==> src/hdl/citen_defs.vh <==
// Purpose: constants for the exception/interrupt/trap entry unit
// Assumes: 32-bit byte addresses, bit 31 is the msb
// Notes: vectors, status bit reset values and field positions
`ifndef CITEN_DEFS_VH
`define CITEN_DEFS_VH

// vector addresses
`define CITEN_VEC_RESET 32'h00000000
`define CITEN_VEC_BOOT 32'h80000000
`define CITEN_VEC_BREAK 32'h00000010
`define CITEN_VEC_TRAP_BASE 32'h00000040
`define CITEN_VEC_TRAP_LAST 32'h0000007c
`define CITEN_VEC_EXT 32'h00000080
`define CITEN_VEC_EXT_FLASH 32'h00804000

// trap return offset and trap vector stride
`define CITEN_TRAP_RET_OFS 32'h00000004
`define CITEN_TRAP_STRIDE_SH 2

// status bit reset values
`define CITEN_SM_RST 1'b0
`define CITEN_IE_RST 1'b0
`define CITEN_C_RST 1'b0

// position of the halfword flag in the saved pc (msb-first numbering bit 30 = lsb index 1)
`define CITEN_HALF_POS 1

`endif

==> src/hdl/citen_edge_sync.v <==
// Purpose: two-flop synchroniser with falling edge detector
// Assumes: async pin input, active-low
// Notes: first flop feeds only the second flop
`timescale 1ns/100ps
module citen_edge_sync (
  // clock and reset
  input wire clk,
  input wire rst,
  // pin in, edge out
  input wire pin_n,
  output reg fall_q
);
  reg meta_q;
  reg sync_q;
  reg prev_q;

  // resets high so a pin idle high at reset gives no edge; a pin held low through reset gives one edge after release
  always @(posedge clk or posedge rst) begin
    if (rst) begin
      meta_q <= 1'b1;
      sync_q <= 1'b1;
      prev_q <= 1'b1;
      fall_q <= 1'b0;
    end else begin
      meta_q <= pin_n;
      sync_q <= meta_q;
      prev_q <= sync_q;
      fall_q <= prev_q & ~sync_q;
    end
  end
endmodule // citen_edge_sync

==> src/hdl/citen_vec_sel.v <==
// Purpose: vector address selection for entry events
// Assumes: one-hot selects from the sequencer
// Notes: purely combinational
`timescale 1ns/100ps
`include "citen_defs.vh"
module citen_vec_sel (
  // event selects
  input wire sel_reset,
  input wire sel_trap,
  input wire sel_break,
  input wire sel_ext,
  // mode straps and trap number
  input wire boot_mode,
  input wire flash_ew_mode,
  input wire [3:0] trap_num,
  // result
  output reg [31:0] vec_addr
);
  // trap vectors, one word per number, ascending
  wire [31:0] trap_vec;
  assign trap_vec = `CITEN_VEC_TRAP_BASE + ({28'h0000000, trap_num} << `CITEN_TRAP_STRIDE_SH);

  // priority mirrors the sequencer's priority
  always @* begin
    vec_addr = `CITEN_VEC_RESET;
    if (sel_reset) begin
      vec_addr = boot_mode ? `CITEN_VEC_BOOT : `CITEN_VEC_RESET;
    end else if (sel_trap) begin
      vec_addr = trap_vec;
    end else if (sel_break) begin
      vec_addr = `CITEN_VEC_BREAK;
    end else if (sel_ext) begin
      vec_addr = flash_ew_mode ? `CITEN_VEC_EXT_FLASH : `CITEN_VEC_EXT;
    end
  end
endmodule // citen_vec_sel

==> src/hdl/citen_entry.v <==
// Purpose: hardware entry/exit sequencing for reset, break, external irq and trap
// Assumes: pipeline signals are on clk; break pin and irq request may be async
// Notes: one event is taken per clock; redirect is a one-cycle pulse
// Summary of operation
// - reset accepted any cycle, highest priority
// - reset initialises status bits, saved bits undefined
// - reset vector zero, boot rom in boot
// - break raised on falling edge of pin
// - break ignores the irq enable bit
// - no accept after word-aligned 16-bit non-branch
// - entry copies status bits to saved bits
// - break/irq save word-aligned pc to backup
// - break vectors to address 0x10
// - irq sampled at word breaks when enabled
// - irq vector 0x80, ram in flash mode
// - trap operand 0-15 selects own vector
// - trap saves trap pc plus four
// - saved pc halfword bit shows trap alignment
// - return clears two low pc bits
// - trap vectors 0x40 to 0x7c ascending
// - redirect last; return runs exit processing
// - priority reset, trap, break, external irq
`timescale 1ns/100ps
`include "citen_defs.vh"
module citen_entry (
  // clock and reset
  input wire clk,
  input wire rst,
  // pins and interrupt controller
  input wire break_pin_n,
  input wire ext_irq_req,
  // mode straps (pins)
  input wire boot_mode_pin,
  input wire flash_ew_pin,
  // pipeline instruction break
  input wire insn_break,
  input wire [31:0] cur_pc,
  input wire prev_half_aligned,
  input wire prev_was_branch,
  // pipeline trap and return
  input wire trap_exec,
  input wire [3:0] trap_num,
  input wire [31:0] trap_pc,
  input wire rte_exec,
  // status word and backup pc writes from software
  input wire psw_wr,
  input wire [2:0] psw_wdata,
  input wire bpc_wr,
  input wire [31:0] bpc_wdata,
  // redirect to pipeline
  output reg redirect_q,
  output reg [31:0] redirect_addr_q,
  // state shown to pipeline
  output reg stack_mode_bit_q,
  output reg irq_enable_bit_q,
  output reg carry_bit_q,
  output reg saved_stack_mode_bit_q,
  output reg saved_irq_enable_bit_q,
  output reg saved_carry_bit_q,
  output reg [31:0] backup_program_counter_q,
  output reg [3:0] event_q
);
  // ---------------------------------------------------------------
  // states of the entry sequencer
  // ---------------------------------------------------------------
  localparam ST_RESET = 2'b01;
  localparam ST_RUN = 2'b10;

  reg [1:0] state_q;
  reg [1:0] state_d;
  reg break_pend_q;
  reg break_pend_d;
  reg irq_meta_q;
  reg irq_sync_q;
  reg boot_meta_q;
  reg boot_q;
  reg flash_meta_q;
  reg flash_q;
  wire break_fall;
  wire [31:0] vec_addr;
  wire ok_window;
  wire take_trap;
  wire take_break;
  wire take_ext;
  wire take_rte;
  wire [31:0] trap_ret;

  // ---------------------------------------------------------------
  // pin synchronisers
  // ---------------------------------------------------------------
  // break edge detect
  citen_edge_sync u_brk (
    .clk(clk),
    .rst(rst),
    .pin_n(break_pin_n),
    .fall_q(break_fall)
  );

  // level inputs from outside pass two flops
  always @(posedge clk or posedge rst) begin
    if (rst) begin
      irq_meta_q <= 1'b0;
      irq_sync_q <= 1'b0;
    end else begin
      irq_meta_q <= ext_irq_req;
      irq_sync_q <= irq_meta_q;
    end
  end

  // straps keep sampling through reset so the boot vector is known at release
  always @(posedge clk) begin
    boot_meta_q <= boot_mode_pin;
    boot_q <= boot_meta_q;
    flash_meta_q <= flash_ew_pin;
    flash_q <= flash_meta_q;
  end

  // ---------------------------------------------------------------
  // acceptance
  // ---------------------------------------------------------------
  // blocked after aligned 16-bit
  assign ok_window = insn_break & ~cur_pc[1] & (~prev_half_aligned | prev_was_branch);
  assign take_trap = (state_q == ST_RUN) & trap_exec;
  assign take_break = (state_q == ST_RUN) & ~trap_exec & break_pend_q & ok_window;
  // irq needs enable and word break
  assign take_ext = (state_q == ST_RUN) & ~trap_exec & ~take_break & irq_sync_q &
                    irq_enable_bit_q & ok_window;
  assign take_rte = (state_q == ST_RUN) & rte_exec & ~trap_exec;
  assign trap_ret = trap_pc + `CITEN_TRAP_RET_OFS;

  // break edge held until taken; a new edge wins over the take
  always @* begin
    break_pend_d = break_pend_q;
    if (take_break) begin
      break_pend_d = 1'b0;
    end
    if (break_fall) begin
      break_pend_d = 1'b1;
    end
  end

  citen_vec_sel u_vec (
    .sel_reset(state_q == ST_RESET),
    .sel_trap(take_trap),
    .sel_break(take_break),
    .sel_ext(take_ext),
    .boot_mode(boot_q),
    .flash_ew_mode(flash_q),
    .trap_num(trap_num),
    .vec_addr(vec_addr)
  );

  // sequencer: one reset cycle issues the reset vector, then run
  always @* begin
    case (state_q)
      ST_RESET: state_d = ST_RUN;
      ST_RUN: state_d = ST_RUN;
      default: state_d = ST_RESET;
    endcase
  end

  // ---------------------------------------------------------------
  // state, status and backup registers
  // ---------------------------------------------------------------
  // async reset any cycle
  always @(posedge clk or posedge rst) begin
    if (rst) begin
      state_q <= ST_RESET;
      break_pend_q <= 1'b0;
      redirect_q <= 1'b0;
      redirect_addr_q <= 32'h00000000;
      event_q <= 4'h0;
      stack_mode_bit_q <= `CITEN_SM_RST;
      irq_enable_bit_q <= `CITEN_IE_RST;
      carry_bit_q <= `CITEN_C_RST;
      // saved copies are undefined by design; zero keeps sim clean
      saved_stack_mode_bit_q <= 1'b0;
      saved_irq_enable_bit_q <= 1'b0;
      saved_carry_bit_q <= 1'b0;
      backup_program_counter_q <= 32'h00000000;
    end else begin
      state_q <= state_d;
      break_pend_q <= break_pend_d;
      redirect_q <= 1'b0;
      event_q <= 4'h0;
      if (state_q == ST_RESET) begin
        redirect_q <= 1'b1;
        redirect_addr_q <= vec_addr;
        event_q <= 4'h1;
      end else if (take_trap | take_break | take_ext) begin
        saved_stack_mode_bit_q <= stack_mode_bit_q;
        saved_irq_enable_bit_q <= irq_enable_bit_q;
        saved_carry_bit_q <= carry_bit_q;
        irq_enable_bit_q <= 1'b0;
        carry_bit_q <= 1'b0;
        if (take_trap) begin
          // trap pc plus four keeps alignment bit
          backup_program_counter_q <= trap_ret;
          event_q <= 4'h2;
        end else begin
          backup_program_counter_q <= {cur_pc[31:2], 2'b00};
          event_q <= take_break ? 4'h4 : 4'h8;
        end
        redirect_q <= 1'b1;
        redirect_addr_q <= vec_addr;
      end else if (take_rte) begin
        stack_mode_bit_q <= saved_stack_mode_bit_q;
        irq_enable_bit_q <= saved_irq_enable_bit_q;
        carry_bit_q <= saved_carry_bit_q;
        redirect_q <= 1'b1;
        redirect_addr_q <= {backup_program_counter_q[31:2], 2'b00};
      end else begin
        // software writes lose to any entry or exit in the same cycle
        if (psw_wr) begin
          stack_mode_bit_q <= psw_wdata[2];
          irq_enable_bit_q <= psw_wdata[1];
          carry_bit_q <= psw_wdata[0];
        end
        if (bpc_wr) begin
          backup_program_counter_q <= bpc_wdata;
        end
      end
    end
  end
endmodule // citen_entry

==> config.mk <==
export PLATFORM = sky130hd
export DESIGN_NAME = citen_entry
export DESIGN_NICKNAME = d
export VERILOG_FILES = /design/src/hdl/citen_edge_sync.v /design/src/hdl/citen_vec_sel.v /design/src/hdl/citen_entry.v
export VERILOG_INCLUDE_DIRS = /design/src /design/src/hdl
export SDC_FILE = /design/constraint.sdc
export NUM_CORES = 1
export LEC_CHECK = 0
export ABC_AREA = 0
export BUFFER_PORTS_ARGS = -buffer_cell sky130_fd_sc_hd__clkbuf_2
export CAP_MARGIN = 20
export CELL_PAD_IN_SITES_DETAIL_PLACEMENT = 1
export CELL_PAD_IN_SITES_GLOBAL_PLACEMENT = 1
export CORE_MARGIN = 2
export CORE_UTILIZATION = 35
export DETAILED_ROUTE_END_ITERATION = 6
export PLACE_DENSITY_LB_ADDON = 0.1
export RECOVER_POWER = 100
export SLEW_MARGIN = 10
export SYNTH_ARGS = -nofsm -noshare
export SYNTH_HDL_FRONTEND = slang
export SYNTH_SLANG_ARGS = --single-unit
==> constraint.sdc <==
create_clock -name clk -period 3.1 [get_ports clk]
set_input_delay 0.465 -clock clk [delete_from_list [all_inputs] [get_ports clk]]
set_output_delay 0.465 -clock clk [all_outputs]
set_load 0.03 [all_outputs]
==> metrics.cfg, run 1 <==
[clock_tree]
cts_made_buffers = 9
clk_path_buf_depth = 2
clockRootBuffer = clkbuf_16
cts_tree = built
post-cts-setup-buffers = 0
clock_sinks = 86
ctsHoldBuffers = 0
worstSkewPairLatency_ps = 350
cts_max_level = 3
clk_pin_slew_ps = 60
ctsResizeCount = 0

[timing]
clock.fmax_mhz = 371
finalCritPeriodShare_pct = 87.0
tightest_slew_ps = 1640
rsz0062_at_grt = no
period_needed_ps = 2700
slew_viol_final = 59
hold_violations = 0
setup_tns_ps = 0
whs_ps = 198
skew_ps = 4.65
slew_headroom_pct = -9.02
finalSetupViolations = 0

[status]
violations = capacitance limit, slew limit
status = finished, violations left

[yosys]
yosysSeqAreaShare_pct = 47.7
synth_warnings = 0
synthArstFlopShare_pct = 95.3
mappedNetlistArea_um2 = 4480
synth-main-ff-cell = dfrtp_1
synth-seq-cells = 86
synth_edf_count = 0
synth.distinct_cells = 63
syn_inst = 491
syn_avg_cell_area_um2 = 9.12

[routing]
drt-initial-drc-count = 219
wl_met3_um = 856
m1WireLength_um = 7500
wirelength_um = 16600
dr_wl_met2_um = 8030
dr.pass1.iters = 4
wl_per_cell_um = 19.5
drt-vias-per-instance = 5.30
vias = 4518
drtAntennaViolNets = 0
drc = 0
top_layer = met4

[setup_path]
worstPathRequired_ps = 3310
r2r_setup_slack_ps = 400
crit_start = state_q[0]
critPathCaptureType = register
reg2reg_from = state_q[0]
critical_path_class = register to register
cp_data_arrival_time_ps = 2900
start_kind = register
worstPathMaxFanout = 22

[floorplanning]
core_area_um2 = 12600
num_rows = 41
start_util_pct = 35.6
die-area_um2 = 13700
ios = 191
die_x_um = 117
die_h_um = 117

[global_route]
grt_start_max_net_pins = 30
grt_pass1_vias = 4723
grt_overflow_total = 0
antenna_found_initial = 0
grt_pass1_wl_um = 25200
grt_usage_pct = 24.6

[power]
ir_worst_vdd_v = 0.000231
total_power_mw = 3.11
power.leakage_nw = 2.55
p_per_area_nw_per_um2 = 537

[finish]
instances_no_fill = 852
fin_util_pct = 46.1
diodes = 0
area_growth_pct = 29.5
nets = 794
drive_gt1_share_pct = 24.1

[placement]
place_hpwl_um = 12800
portBuffers = 187
place_inst = 836
gp_congestion = 0.847

[min_path]
min_path_type = input pin to register
hp-start = break_pin_n

[job]
cap_viol_max_count = 2

-- worst paths after layout --
check / cells after the start / to
max: 8 / backup_program_counter_q[13]
min reg2reg: 0 / boot_q
min in group asynchronous: 2 / redirect_q
max reg2reg: 8 / backup_program_counter_q[13]
max in group asynchronous: 3 / backup_program_counter_q[23]
min: 1 / u_brk.meta_q
-- synth_stat cells, types with 8 or more instances --
| master | n | share of area, % |
|---|---|---|
| a31oi_1 | 9 | 1.3 |
| o21ai_0 | 17 | 1.9 |
| nor2_1 | 27 | 2.3 |
| a21oi_1 | 46 | 5.1 |
| nand2_1 | 90 | 7.5 |
| nand3_1 | 11 | 1.2 |
| clkbuf_1 | 16 | 1.3 |
| o211ai_1 | 8 | 1.3 |
| buf_2 | 9 | 1.0 |
| inv_1 | 10 | 0.84 |
| nor3_1 | 16 | 1.8 |
| nand4_1 | 13 | 1.8 |
| xor2_1 | 12 | 2.3 |
| dfrtp_1 | 78 | 44 |
| nor4_1 | 8 | 1.1 |
-- power by group --
group	leakage (nW)	switching (mW)	internal, mW
combinational	1.36	0.488	0.215
clock	0.143	0.451	0.645
sequential	1.04	0.0865	1.23
-- stage by stage --
step | area (um^2) | setup WS [ps]
finish | 5800 | 403
global route | 5800 | 230
CTS | 5930 | 594
detailed placement | 5640 | 660
global placement | 5640 | 689
floorplan | 4480 | 533
-- routing by layer --
| layer | GRT usage [%] | vias to the layer above |
|---|---|---|
| met5 | 0 | - |
| met4 | 7.69 | 0 |
| met3 | 4.69 | 16 |
| met2 | 41.3 | 124 |
| met1 | 32.4 | 2234 |
| li1 | - | 2144 |
-- cells in the final DEF (no fill, tap or decap), drive strengths merged, types with 3 or more instances in the layout --
| cell | instances |
|---|---|
| o22ai | 4 |
| dfxtp | 4 |
| nor4 | 9 |
| a41oi | 3 |
| mux2 | 5 |
| o21ai | 20 |
| nand4 | 13 |
| clkbuf | 207 |
| xnor2 | 6 |
| a221oi | 7 |
| a2bb2oi | 4 |
| nand2 | 90 |
| a21oi | 46 |
| nor3 | 18 |
| dfstp | 4 |
| xor2 | 12 |
| or3 | 7 |
| dfrtp | 78 |
| mux2i | 3 |
| nand3 | 11 |
| nor3b | 3 |
| inv | 9 |
| nor2 | 27 |
| a211oi | 4 |
| ha | 3 |
| buf | 11 |
| o31a | 4 |
| a22oi | 5 |
| a31oi | 10 |
| and3 | 7 |
| o211ai | 8 |
-- kinds of logic after synthesis --
| logic type | after synthesis | synth area share (%) |
|---|---|---|
| other | 1 | 0.0837 |
| AOI/OAI and AO/OA | 133 | 20.4 |
| muxes | 8 | 1.93 |
| buffers and inverters | 44 | 4.19 |
| DFF | 86 | 47.7 |
| and+or+nand+nor | 198 | 21.3 |
| adders and majority gates | 3 | 0.838 |
| xor gates and xnor gates | 18 | 3.52 |
-- flip-flops by register name, summed over array words and instances, names as in the netlist, 2 cells and up --
register / flops
state_q: 2
backup_program_counter_q: 32
redirect_addr_q: 30
event_q: 4
-- critical path, cell delays in order (launching register included) --
cell       delay, ps
dfstp_1          370
inv_1             60
ha_1             300
nand4bb_2        220
or3_1            470
clkbuf_2         370
and3_1           320
a221oi_1         320
a21oi_1          120
-- area by class of cell --
class	count	area (um^2)
multi-input combinational	362	2150
clock inverter	4	47.5
clock buffer	12	246
sequential	86	2140
timing repair buffer	206	962
fill	1594	6770
inverter	10	38.8
tap	172	215
Power figures use the tool's default switching activity.
==> run 2: changes to the inputs <==
--- a/config.mk
+++ b/config.mk
@@ -7,15 +7,16 @@
 export NUM_CORES = 1
 export LEC_CHECK = 0
 export ABC_AREA = 0
-export BUFFER_PORTS_ARGS = -buffer_cell sky130_fd_sc_hd__clkbuf_2
 export CAP_MARGIN = 20
 export CELL_PAD_IN_SITES_DETAIL_PLACEMENT = 1
 export CELL_PAD_IN_SITES_GLOBAL_PLACEMENT = 1
 export CORE_MARGIN = 2
-export CORE_UTILIZATION = 35
+export CORE_UTILIZATION = 40
 export DETAILED_ROUTE_END_ITERATION = 6
+export DONT_BUFFER_PORTS = 1
 export PLACE_DENSITY_LB_ADDON = 0.1
 export RECOVER_POWER = 100
+export REMOVE_ABC_BUFFERS = 1
 export SLEW_MARGIN = 10
 export SYNTH_ARGS = -nofsm -noshare
 export SYNTH_HDL_FRONTEND = slang
==> run 2 against run 1 <==
The run now ends clean. Register-to-register slack got worse by 30 ps. Power fell by 14%. Via count fell by 14%. Global-route usage rose by 0.65 points. Critical path depth did not move. Worst setup slack got worse by 29 ps. First-iteration DRC count fell by 8.2%. Clock power fell by 24%. Cell count fell by 26%. Worst hold slack got worse by 110 ps. Critical path type unchanged. Largest power group unchanged.
==> metrics.cfg, run 2 (synthesis gave the netlist of run 1 again) <==
[timing]
rsz0062_at_grt = no  ; unchanged
skew_ps = 14.2  ; was 4.65 ps
slew_viol_final = 0  ; was 59
hold_violations = 0  ; unchanged
clock.fmax_mhz = 367  ; was 371 MHz
finalSetupViolations = 0  ; unchanged
tightest_slew_ps = 1140  ; was 1640 ps
finalCritPeriodShare_pct = 88.0  ; was 87.0%
period_needed_ps = 2730  ; was 2700 ps
whs_ps = 90.5  ; was 198 ps
slew_headroom_pct = 23.7  ; was -9.02%
setup_tns_ps = 0  ; unchanged
fin_ws_ps = 374  ; was 403 ps

[floorplanning]
start_util_pct = 41.1  ; was 35.6%
die_x_um = 110  ; was 117 um
ios = 191  ; unchanged
num_rows = 38  ; was 41
core_area_um2 = 10900  ; was 12600 um^2
die_h_um = 110  ; was 117 um
die-area_um2 = 12100  ; was 13700 um^2

[clock_tree]
clk_path_buf_depth = 2  ; unchanged
ctsHoldBuffers = 1  ; was 0
cts_max_level = 3  ; unchanged
cts_tree = built  ; unchanged
clock_sinks = 86  ; unchanged
post-cts-setup-buffers = 0  ; unchanged
worstSkewPairLatency_ps = 380  ; was 350 ps
ctsResizeCount = 0  ; unchanged
cts_made_buffers = 9  ; unchanged
clockRootBuffer = clkbuf_8  ; was clkbuf_16
clk_pin_slew_ps = 90  ; was 60 ps

[placement]
portBuffers = 0  ; was 187
place_ws_ps = 509  ; was 660 ps
place_hpwl_um = 11300  ; was 12800 um
gp_congestion = 0.863  ; was 0.847

[setup_path]
cp_top_family = compound AO/OA/AOI/OAI gates  ; was simple AND/OR/NAND/NOR gates
reg2reg_from = state_q[0]  ; unchanged
cp_data_arrival_time_ps = 3020  ; was 2900 ps
start_kind = register  ; unchanged
critical_path_class = register to register  ; unchanged
cp_slowest_cell = or3_1  ; unchanged
crit_buf_inv = 2  ; unchanged
worstPathRequired_ps = 3390  ; was 3310 ps
crit_start = state_q[0]  ; unchanged
worstPathMaxFanout = 20  ; was 22
max_stage_delay_ps = 480  ; was 470 ps
critPathCaptureType = register  ; unchanged
path_cells = inv_1, ha_1, nand4bb_1, or3_1, a31oi_4, clkbuf_2, o22ai_1, a31oi_1  ; was inv_1, ha_1, nand4bb_2, or3_1, clkbuf_2, and3_1, a221oi_1, a21oi_1

[finish]
regArea_um2 = 2140  ; unchanged
layout_commonest_cell = nand2_1  ; was clkbuf_2
fin_util_pct = 44.3  ; was 46.1%
multiInputGateArea_um2 = 2150  ; about the same
mostFrequentLayoutCells = 90 x nand2_1, 78 x dfrtp_1, 46 x a21oi_1  ; was 118 x clkbuf_2, 90 x nand2_1, 79 x clkbuf_1
diodes = 0  ; unchanged
reg_top3 = backup_program_counter_q: 32 flops, redirect_addr_q: 30 flops, event_q: 4 flops  ; unchanged
largest_reg_flops = 32  ; unchanged
fillers = 1238  ; was 1594
top_register = backup_program_counter_q  ; unchanged
area_growth_pct = 7.77  ; was 29.5%
drive_gt1_share_pct = 11.0  ; was 24.1%
nets = 607  ; was 794

[power]
total_power_mw = 2.68  ; was 3.11 mW
p_per_area_nw_per_um2 = 555  ; was 537 nW/um^2
power.leakage_nw = 1.96  ; was 2.55 nW
ir_worst_vdd_v = 0.000269  ; was 0.000231 V

[routing]
drtAntennaViolNets = 0  ; unchanged
drt-initial-drc-count = 201  ; was 219
wirelength_um = 14800  ; was 16600 um
dr.pass1.iters = 4  ; unchanged
wl_per_cell_um = 23.4  ; was 19.5 um
drt-vias-per-instance = 6.12  ; was 5.30
drc = 0  ; unchanged
vias = 3877  ; was 4518

[min_path]
min_path_type = input pin to register  ; unchanged
hp-start = break_pin_n  ; unchanged

[status]
status = finished clean  ; was finished, violations left

[global_route]
grt_pass1_vias = 4098  ; was 4723
antenna_found_initial = 0  ; unchanged
grt_start_max_net_pins = 33  ; was 30
grt_overflow_total = 0  ; unchanged
grt_usage_pct = 25.3  ; was 24.6%
grt_pass1_wl_um = 22500  ; was 25200 um

[job]
cap_viol_max_count = 0  ; was 2

-- run 2: path summary, 6_finish.rpt --
path,endpoint,slack (ps),cells past startpoint
setup / recovery,backup_program_counter_q[17],370,8
hold / removal,u_brk.meta_q,90,0
setup reg to reg,backup_program_counter_q[17],370,8
hold reg to reg,flash_q,330,0
max in group asynchronous,backup_program_counter_q[18],1030,3
min in group asynchronous,backup_program_counter_q[7],750,2
-- run 2: area by class of cell --
| type | instances | area share (%) |
|---|---|---|
| timing repair buffer | 19 | 2.62 |
| sequential | 86 | 44.3 |
| clock buffer | 13 | 3.29 |
| multi-input combinational | 362 | 44.5 |
| clock inverter | 3 | 0.881 |
| tap | 140 | 3.63 |
| inverter | 10 | 0.804 |
-- run 2: stage by stage --
step	area [um^2]	cells
after floorplan	4330	458
after global placement	4660	616
after detailed placement	4660	616
after CTS	4870	633
after global routing	4830	633
final	4830	633
-- run 2: routing by layer --
layer  up-vias  GRT usage (%)  share of wire (%)  wire [um]
li1       1762              -                  -          -
met1      1937           31.3                 42       6200
met2       154           40.9                 48       7040
met3        24           8.18                8.6       1280
met4         0           9.95                1.9        288
met5         -              0                  0          0
-- run 2: where the power goes --
part / total, mW / internal, mW / switching (mW)
Sequential: 1.51 / 1.22 / 0.292
Combinational: 0.333 / 0.130 / 0.203
Clock: 0.833 / 0.416 / 0.416
Total: 2.68 / 1.77 / 0.911
==> run 3: changes to the inputs <==
--- a/config.mk
+++ b/config.mk
@@ -6,7 +6,7 @@
 export SDC_FILE = /design/constraint.sdc
 export NUM_CORES = 1
 export LEC_CHECK = 0
-export ABC_AREA = 0
+export ABC_AREA = 1
 export CAP_MARGIN = 20
 export CELL_PAD_IN_SITES_DETAIL_PLACEMENT = 1
 export CELL_PAD_IN_SITES_GLOBAL_PLACEMENT = 1
@@ -17,6 +17,7 @@
 export PLACE_DENSITY_LB_ADDON = 0.1
 export RECOVER_POWER = 100
 export REMOVE_ABC_BUFFERS = 1
+export SETUP_SLACK_MARGIN = 0.5
 export SLEW_MARGIN = 10
 export SYNTH_ARGS = -nofsm -noshare
 export SYNTH_HDL_FRONTEND = slang
==> run 3 against run 2 <==
The run now ends with capacitance limit, slew limit left. Routed wire length up 17%. Power up 11%. Design area up 15%. Area after synthesis up 16%. Fmax up 8.7%. Combinational power up 21%. Die area up 16%. Via count up 29%. Largest cell class unchanged.
==> metrics.cfg, run 3 <==
[power]
switching_power_mw = 1.04  ; was 0.911 mW
p_seq_share_pct = 50.9  ; was 56.5%
ir_worst_vdd_v = 0.000234  ; was 0.000269 V
p_int_mw = 1.94  ; was 1.77 mW
clockPowerShare_pct = 35.6  ; was 31.1%
power.leakage_nw = 2.86  ; was 1.96 nW
p_per_area_nw_per_um2 = 536  ; was 555 nW/um^2
total_power_mw = 2.99  ; was 2.68 mW
comb_power_share_pct = 13.5  ; was 12.4%
p_sw_share_pct = 35.0  ; was 34.0%

[placement]
portBuffers = 0  ; unchanged
gp_congestion = 0.938  ; was 0.863
place_hpwl_um = 12900  ; was 11300 um
place_area_um2 = 5300  ; was 4660 um^2

[finish]
reg_top3 = backup_program_counter_q: 32 flops, redirect_addr_q: 30 flops, event_q: 4 flops  ; unchanged
diodes = 0  ; unchanged
drive_gt1_share_pct = 5.92  ; was 11.0%
nets = 891  ; was 607
fillers = 1682  ; was 1238
largest_reg_flops = 32  ; unchanged
top_register = backup_program_counter_q  ; unchanged
fin_area_um2 = 5570  ; was 4830 um^2
fin_util_pct = 44.0  ; was 44.3%
multiInputGateArea_um2 = 2600  ; was 2150 um^2
mostFrequentLayoutCells = 321 x nand2_1, 84 x nor2_1, 80 x nand3_1  ; was 90 x nand2_1, 78 x dfrtp_1, 46 x a21oi_1
layout_commonest_cell = nand2_1  ; unchanged
area_growth_pct = 6.76  ; was 7.77%
regArea_um2 = 2140  ; unchanged

[routing]
drt-initial-drc-count = 210  ; was 201
drc = 0  ; unchanged
dr.pass1.iters = 7  ; was 4
drtAntennaViolNets = 0  ; unchanged
wirelength_um = 17400  ; was 14800 um
wl_per_cell_um = 18.3  ; was 23.4 um
drt-vias-per-instance = 5.29  ; was 6.12
vias = 5016  ; was 3877

[setup_path]
critical_path_class = register to register  ; unchanged
worstPathRequired_ps = 3340  ; was 3390 ps
cp_data_arrival_time_ps = 2750  ; was 3020 ps
start_kind = register  ; unchanged
worstPathMaxFanout = 50  ; was 20
r2r-end = backup_program_counter_q[3]  ; was backup_program_counter_q[17]
critPathCaptureType = register  ; unchanged
r2r_setup_slack_ps = 590  ; was 370 ps
r2r_cells = 10  ; was 8
reg2reg_from = state_q[0]  ; unchanged

[status]
status = finished, violations left  ; was finished clean
violations = capacitance limit, slew limit

[floorplanning]
die_h_um = 118  ; was 110 um
die-area_um2 = 14000  ; was 12100 um^2
num_rows = 41  ; was 38
die_x_um = 118  ; was 110 um
ios = 191  ; unchanged
core_area_um2 = 12700  ; was 10900 um^2
start_util_pct = 41.2  ; was 41.1%

[yosys]
synth_warnings = 0  ; unchanged
synth_commonest_cells = 317 x nand2_1, 83 x nor2_1, 79 x nand3_1, 78 x dfrtp_1, 70 x inv_1  ; was 90 x nand2_1, 78 x dfrtp_1, 46 x a21oi_1, 27 x nor2_1, 17 x o21ai_0
synthArstFlopShare_pct = 95.3  ; unchanged
synth-seq-cells = 86  ; unchanged
yosysSeqAreaShare_pct = 41.0  ; was 47.7%
synth.distinct_cells = 35  ; was 63
synth-main-ff-cell = dfrtp_1  ; unchanged
syn_inst = 784  ; was 491
yosysTopAreaCell = dfrtp_1  ; unchanged
synth_edf_count = 0  ; unchanged
mappedNetlistArea_um2 = 5220  ; was 4480 um^2
ys_top_cells_by_area = dfrtp_1 37%, nand2_1 23%, nand3_1 7.6%  ; was dfrtp_1 44%, nand2_1 7.5%, a21oi_1 5.1%
synth.most_common_cell = nand2_1  ; unchanged
synth_top_area_share_pct = 37.4  ; was 43.6%
syn_avg_cell_area_um2 = 6.65  ; was 9.12 um^2

[clock_tree]
cts_made_buffers = 9  ; unchanged
clk_pin_slew_ps = 70  ; was 90 ps
cts_tree = built  ; unchanged
worstSkewPairLatency_ps = 350  ; was 380 ps
cts_max_level = 3  ; unchanged
post-cts-setup-buffers = 0  ; unchanged
clk_path_buf_depth = 2  ; unchanged
clockRootBuffer = clkbuf_16  ; was clkbuf_8
clock_sinks = 86  ; unchanged

[min_path]
min_path_type = input pin to register  ; unchanged
hp-start = break_pin_n  ; unchanged
hold_end = u_brk.meta_q  ; unchanged
hold_depth = 0  ; unchanged

[global_route]
grt_pass1_vias = 5246  ; was 4098
grt_start_max_net_pins = 51  ; was 33
grt_pass1_wl_um = 27900  ; was 22500 um
grt_overflow_total = 0  ; unchanged
antenna_found_initial = 0  ; unchanged
grt_usage_pct = 25.2  ; was 25.3%

[timing]
rsz0062_at_grt = no  ; unchanged
setup_tns_ps = 0  ; unchanged
hold_violations = 0  ; unchanged
slew_headroom_pct = -10.9  ; was 23.7%
skew_ps = 6.75  ; was 14.2 ps
finalCritPeriodShare_pct = 80.9  ; was 88.0%
clock.fmax_mhz = 399  ; was 367 MHz
period_needed_ps = 2510  ; was 2730 ps
tightest_slew_ps = 1660  ; was 1140 ps
finalSetupViolations = 0  ; unchanged
slew_viol_final = 59  ; was 0

[job]
cap_viol_max_count = 2  ; was 0

## run 3: changes by cell type after synthesis, moves of 6 or more
cell and change:
a31oi_1 -9, nor2_1 +56, and3_1 -7, nand4_1 -11, nor4_1 -8, nand2_2 +10
nor3_1 -16, nand3_1 +68, nand2_1 +227, clkbuf_1 -7, inv_1 +60, or3_1 -7
xor2_1 -11, buf_1 -6
## run 3: kinds of logic (layout without fill, tap and decap cells)
kind of cell | after synthesis | after routing | share of synthesized area, %
adders and majority gates | 3 | 3 | 0.720
other | 1 | 2 | 0.0719
AOI/OAI and AO/OA | 72 | 72 | 7.34
DFF | 86 | 86 | 41.0
buffers and inverters | 107 | 98 | 9.07
and+or+nand+nor | 510 | 511 | 40.9
xor gates and xnor gates | 2 | 2 | 0.336
muxes | 3 | 3 | 0.576
## run 3: worst max path at each step
| stage | start | depth (start not counted) | endpoint |
|---|---|---|---|
| final | state_q[0] | 10 | backup_program_counter_q[3] |
| after global routing | rst | 2 | redirect_addr_q[13] |
| after CTS | state_q[0] | 10 | backup_program_counter_q[3] |
| after detailed placement | state_q[0] | 10 | backup_program_counter_q[3] |
| after global placement | state_q[0] | 10 | backup_program_counter_q[3] |
| after floorplan | state_q[0] | 8 | backup_program_counter_q[3] |
## run 3: repair_timing
item / CTS / global route
gates resized for setup: 1 / 0
pin swaps: 0 / 1
hold buffers: 0 / 0
setup endpoints to repair: 6 / 4
cloned: 0 / 1
## run 3: power groups by stage
stage / sequential [mW] / clock, mW / combinational, mW
floorplan: 1.51 / 0 / 0.301
global placement: 1.54 / 0 / 0.389
detailed placement: 1.54 / 0 / 0.407
CTS: 1.52 / 1.08 / 0.412
global route: 1.53 / 1.12 / 0.473
finish: 1.52 / 1.06 / 0.404
## run 3: per-stage QoR
step / setup WS [ps] / std cells / hold slack, ps
finish: 592 / 949 / 106
global route: 266 / 949 / 101
CTS: 694 / 948 / 32.8
detailed placement: 501 / 932 / 315
global placement: 592 / 932 / 313
floorplan: 521 / 753 / 310
## run 3: worst max-delay path: stages (launching register included)
cell,delay [ps]
dfstp_1,530
inv_1,50
ha_1,210
nand2_1,120
nor2_1,50
nand2_1,230
nand3_4,330
nand2_8,390
nand2_4,230
o211ai_1,150
nand2_1,80
## run 3: routing by layer
metal  global-route usage (%)  up-vias  share of wire [%]
met5                        0        -                  0
met4                     7.98        0                2.2
met3                     6.18       25                6.8
met2                     39.4      167                 46
met1                     34.3     2415                 46
li1                         -     2409                  -
## run 3: cell type report
class	count	share of cell area [%]
Clock inverter	4	0.539
Multi-Input combinational cell	593	46.7
Clock buffer	12	4.61
Sequential cell	86	38.4
Inverter	75	5.08
Timing Repair Buffer	7	0.809
Tap cell	172	3.86
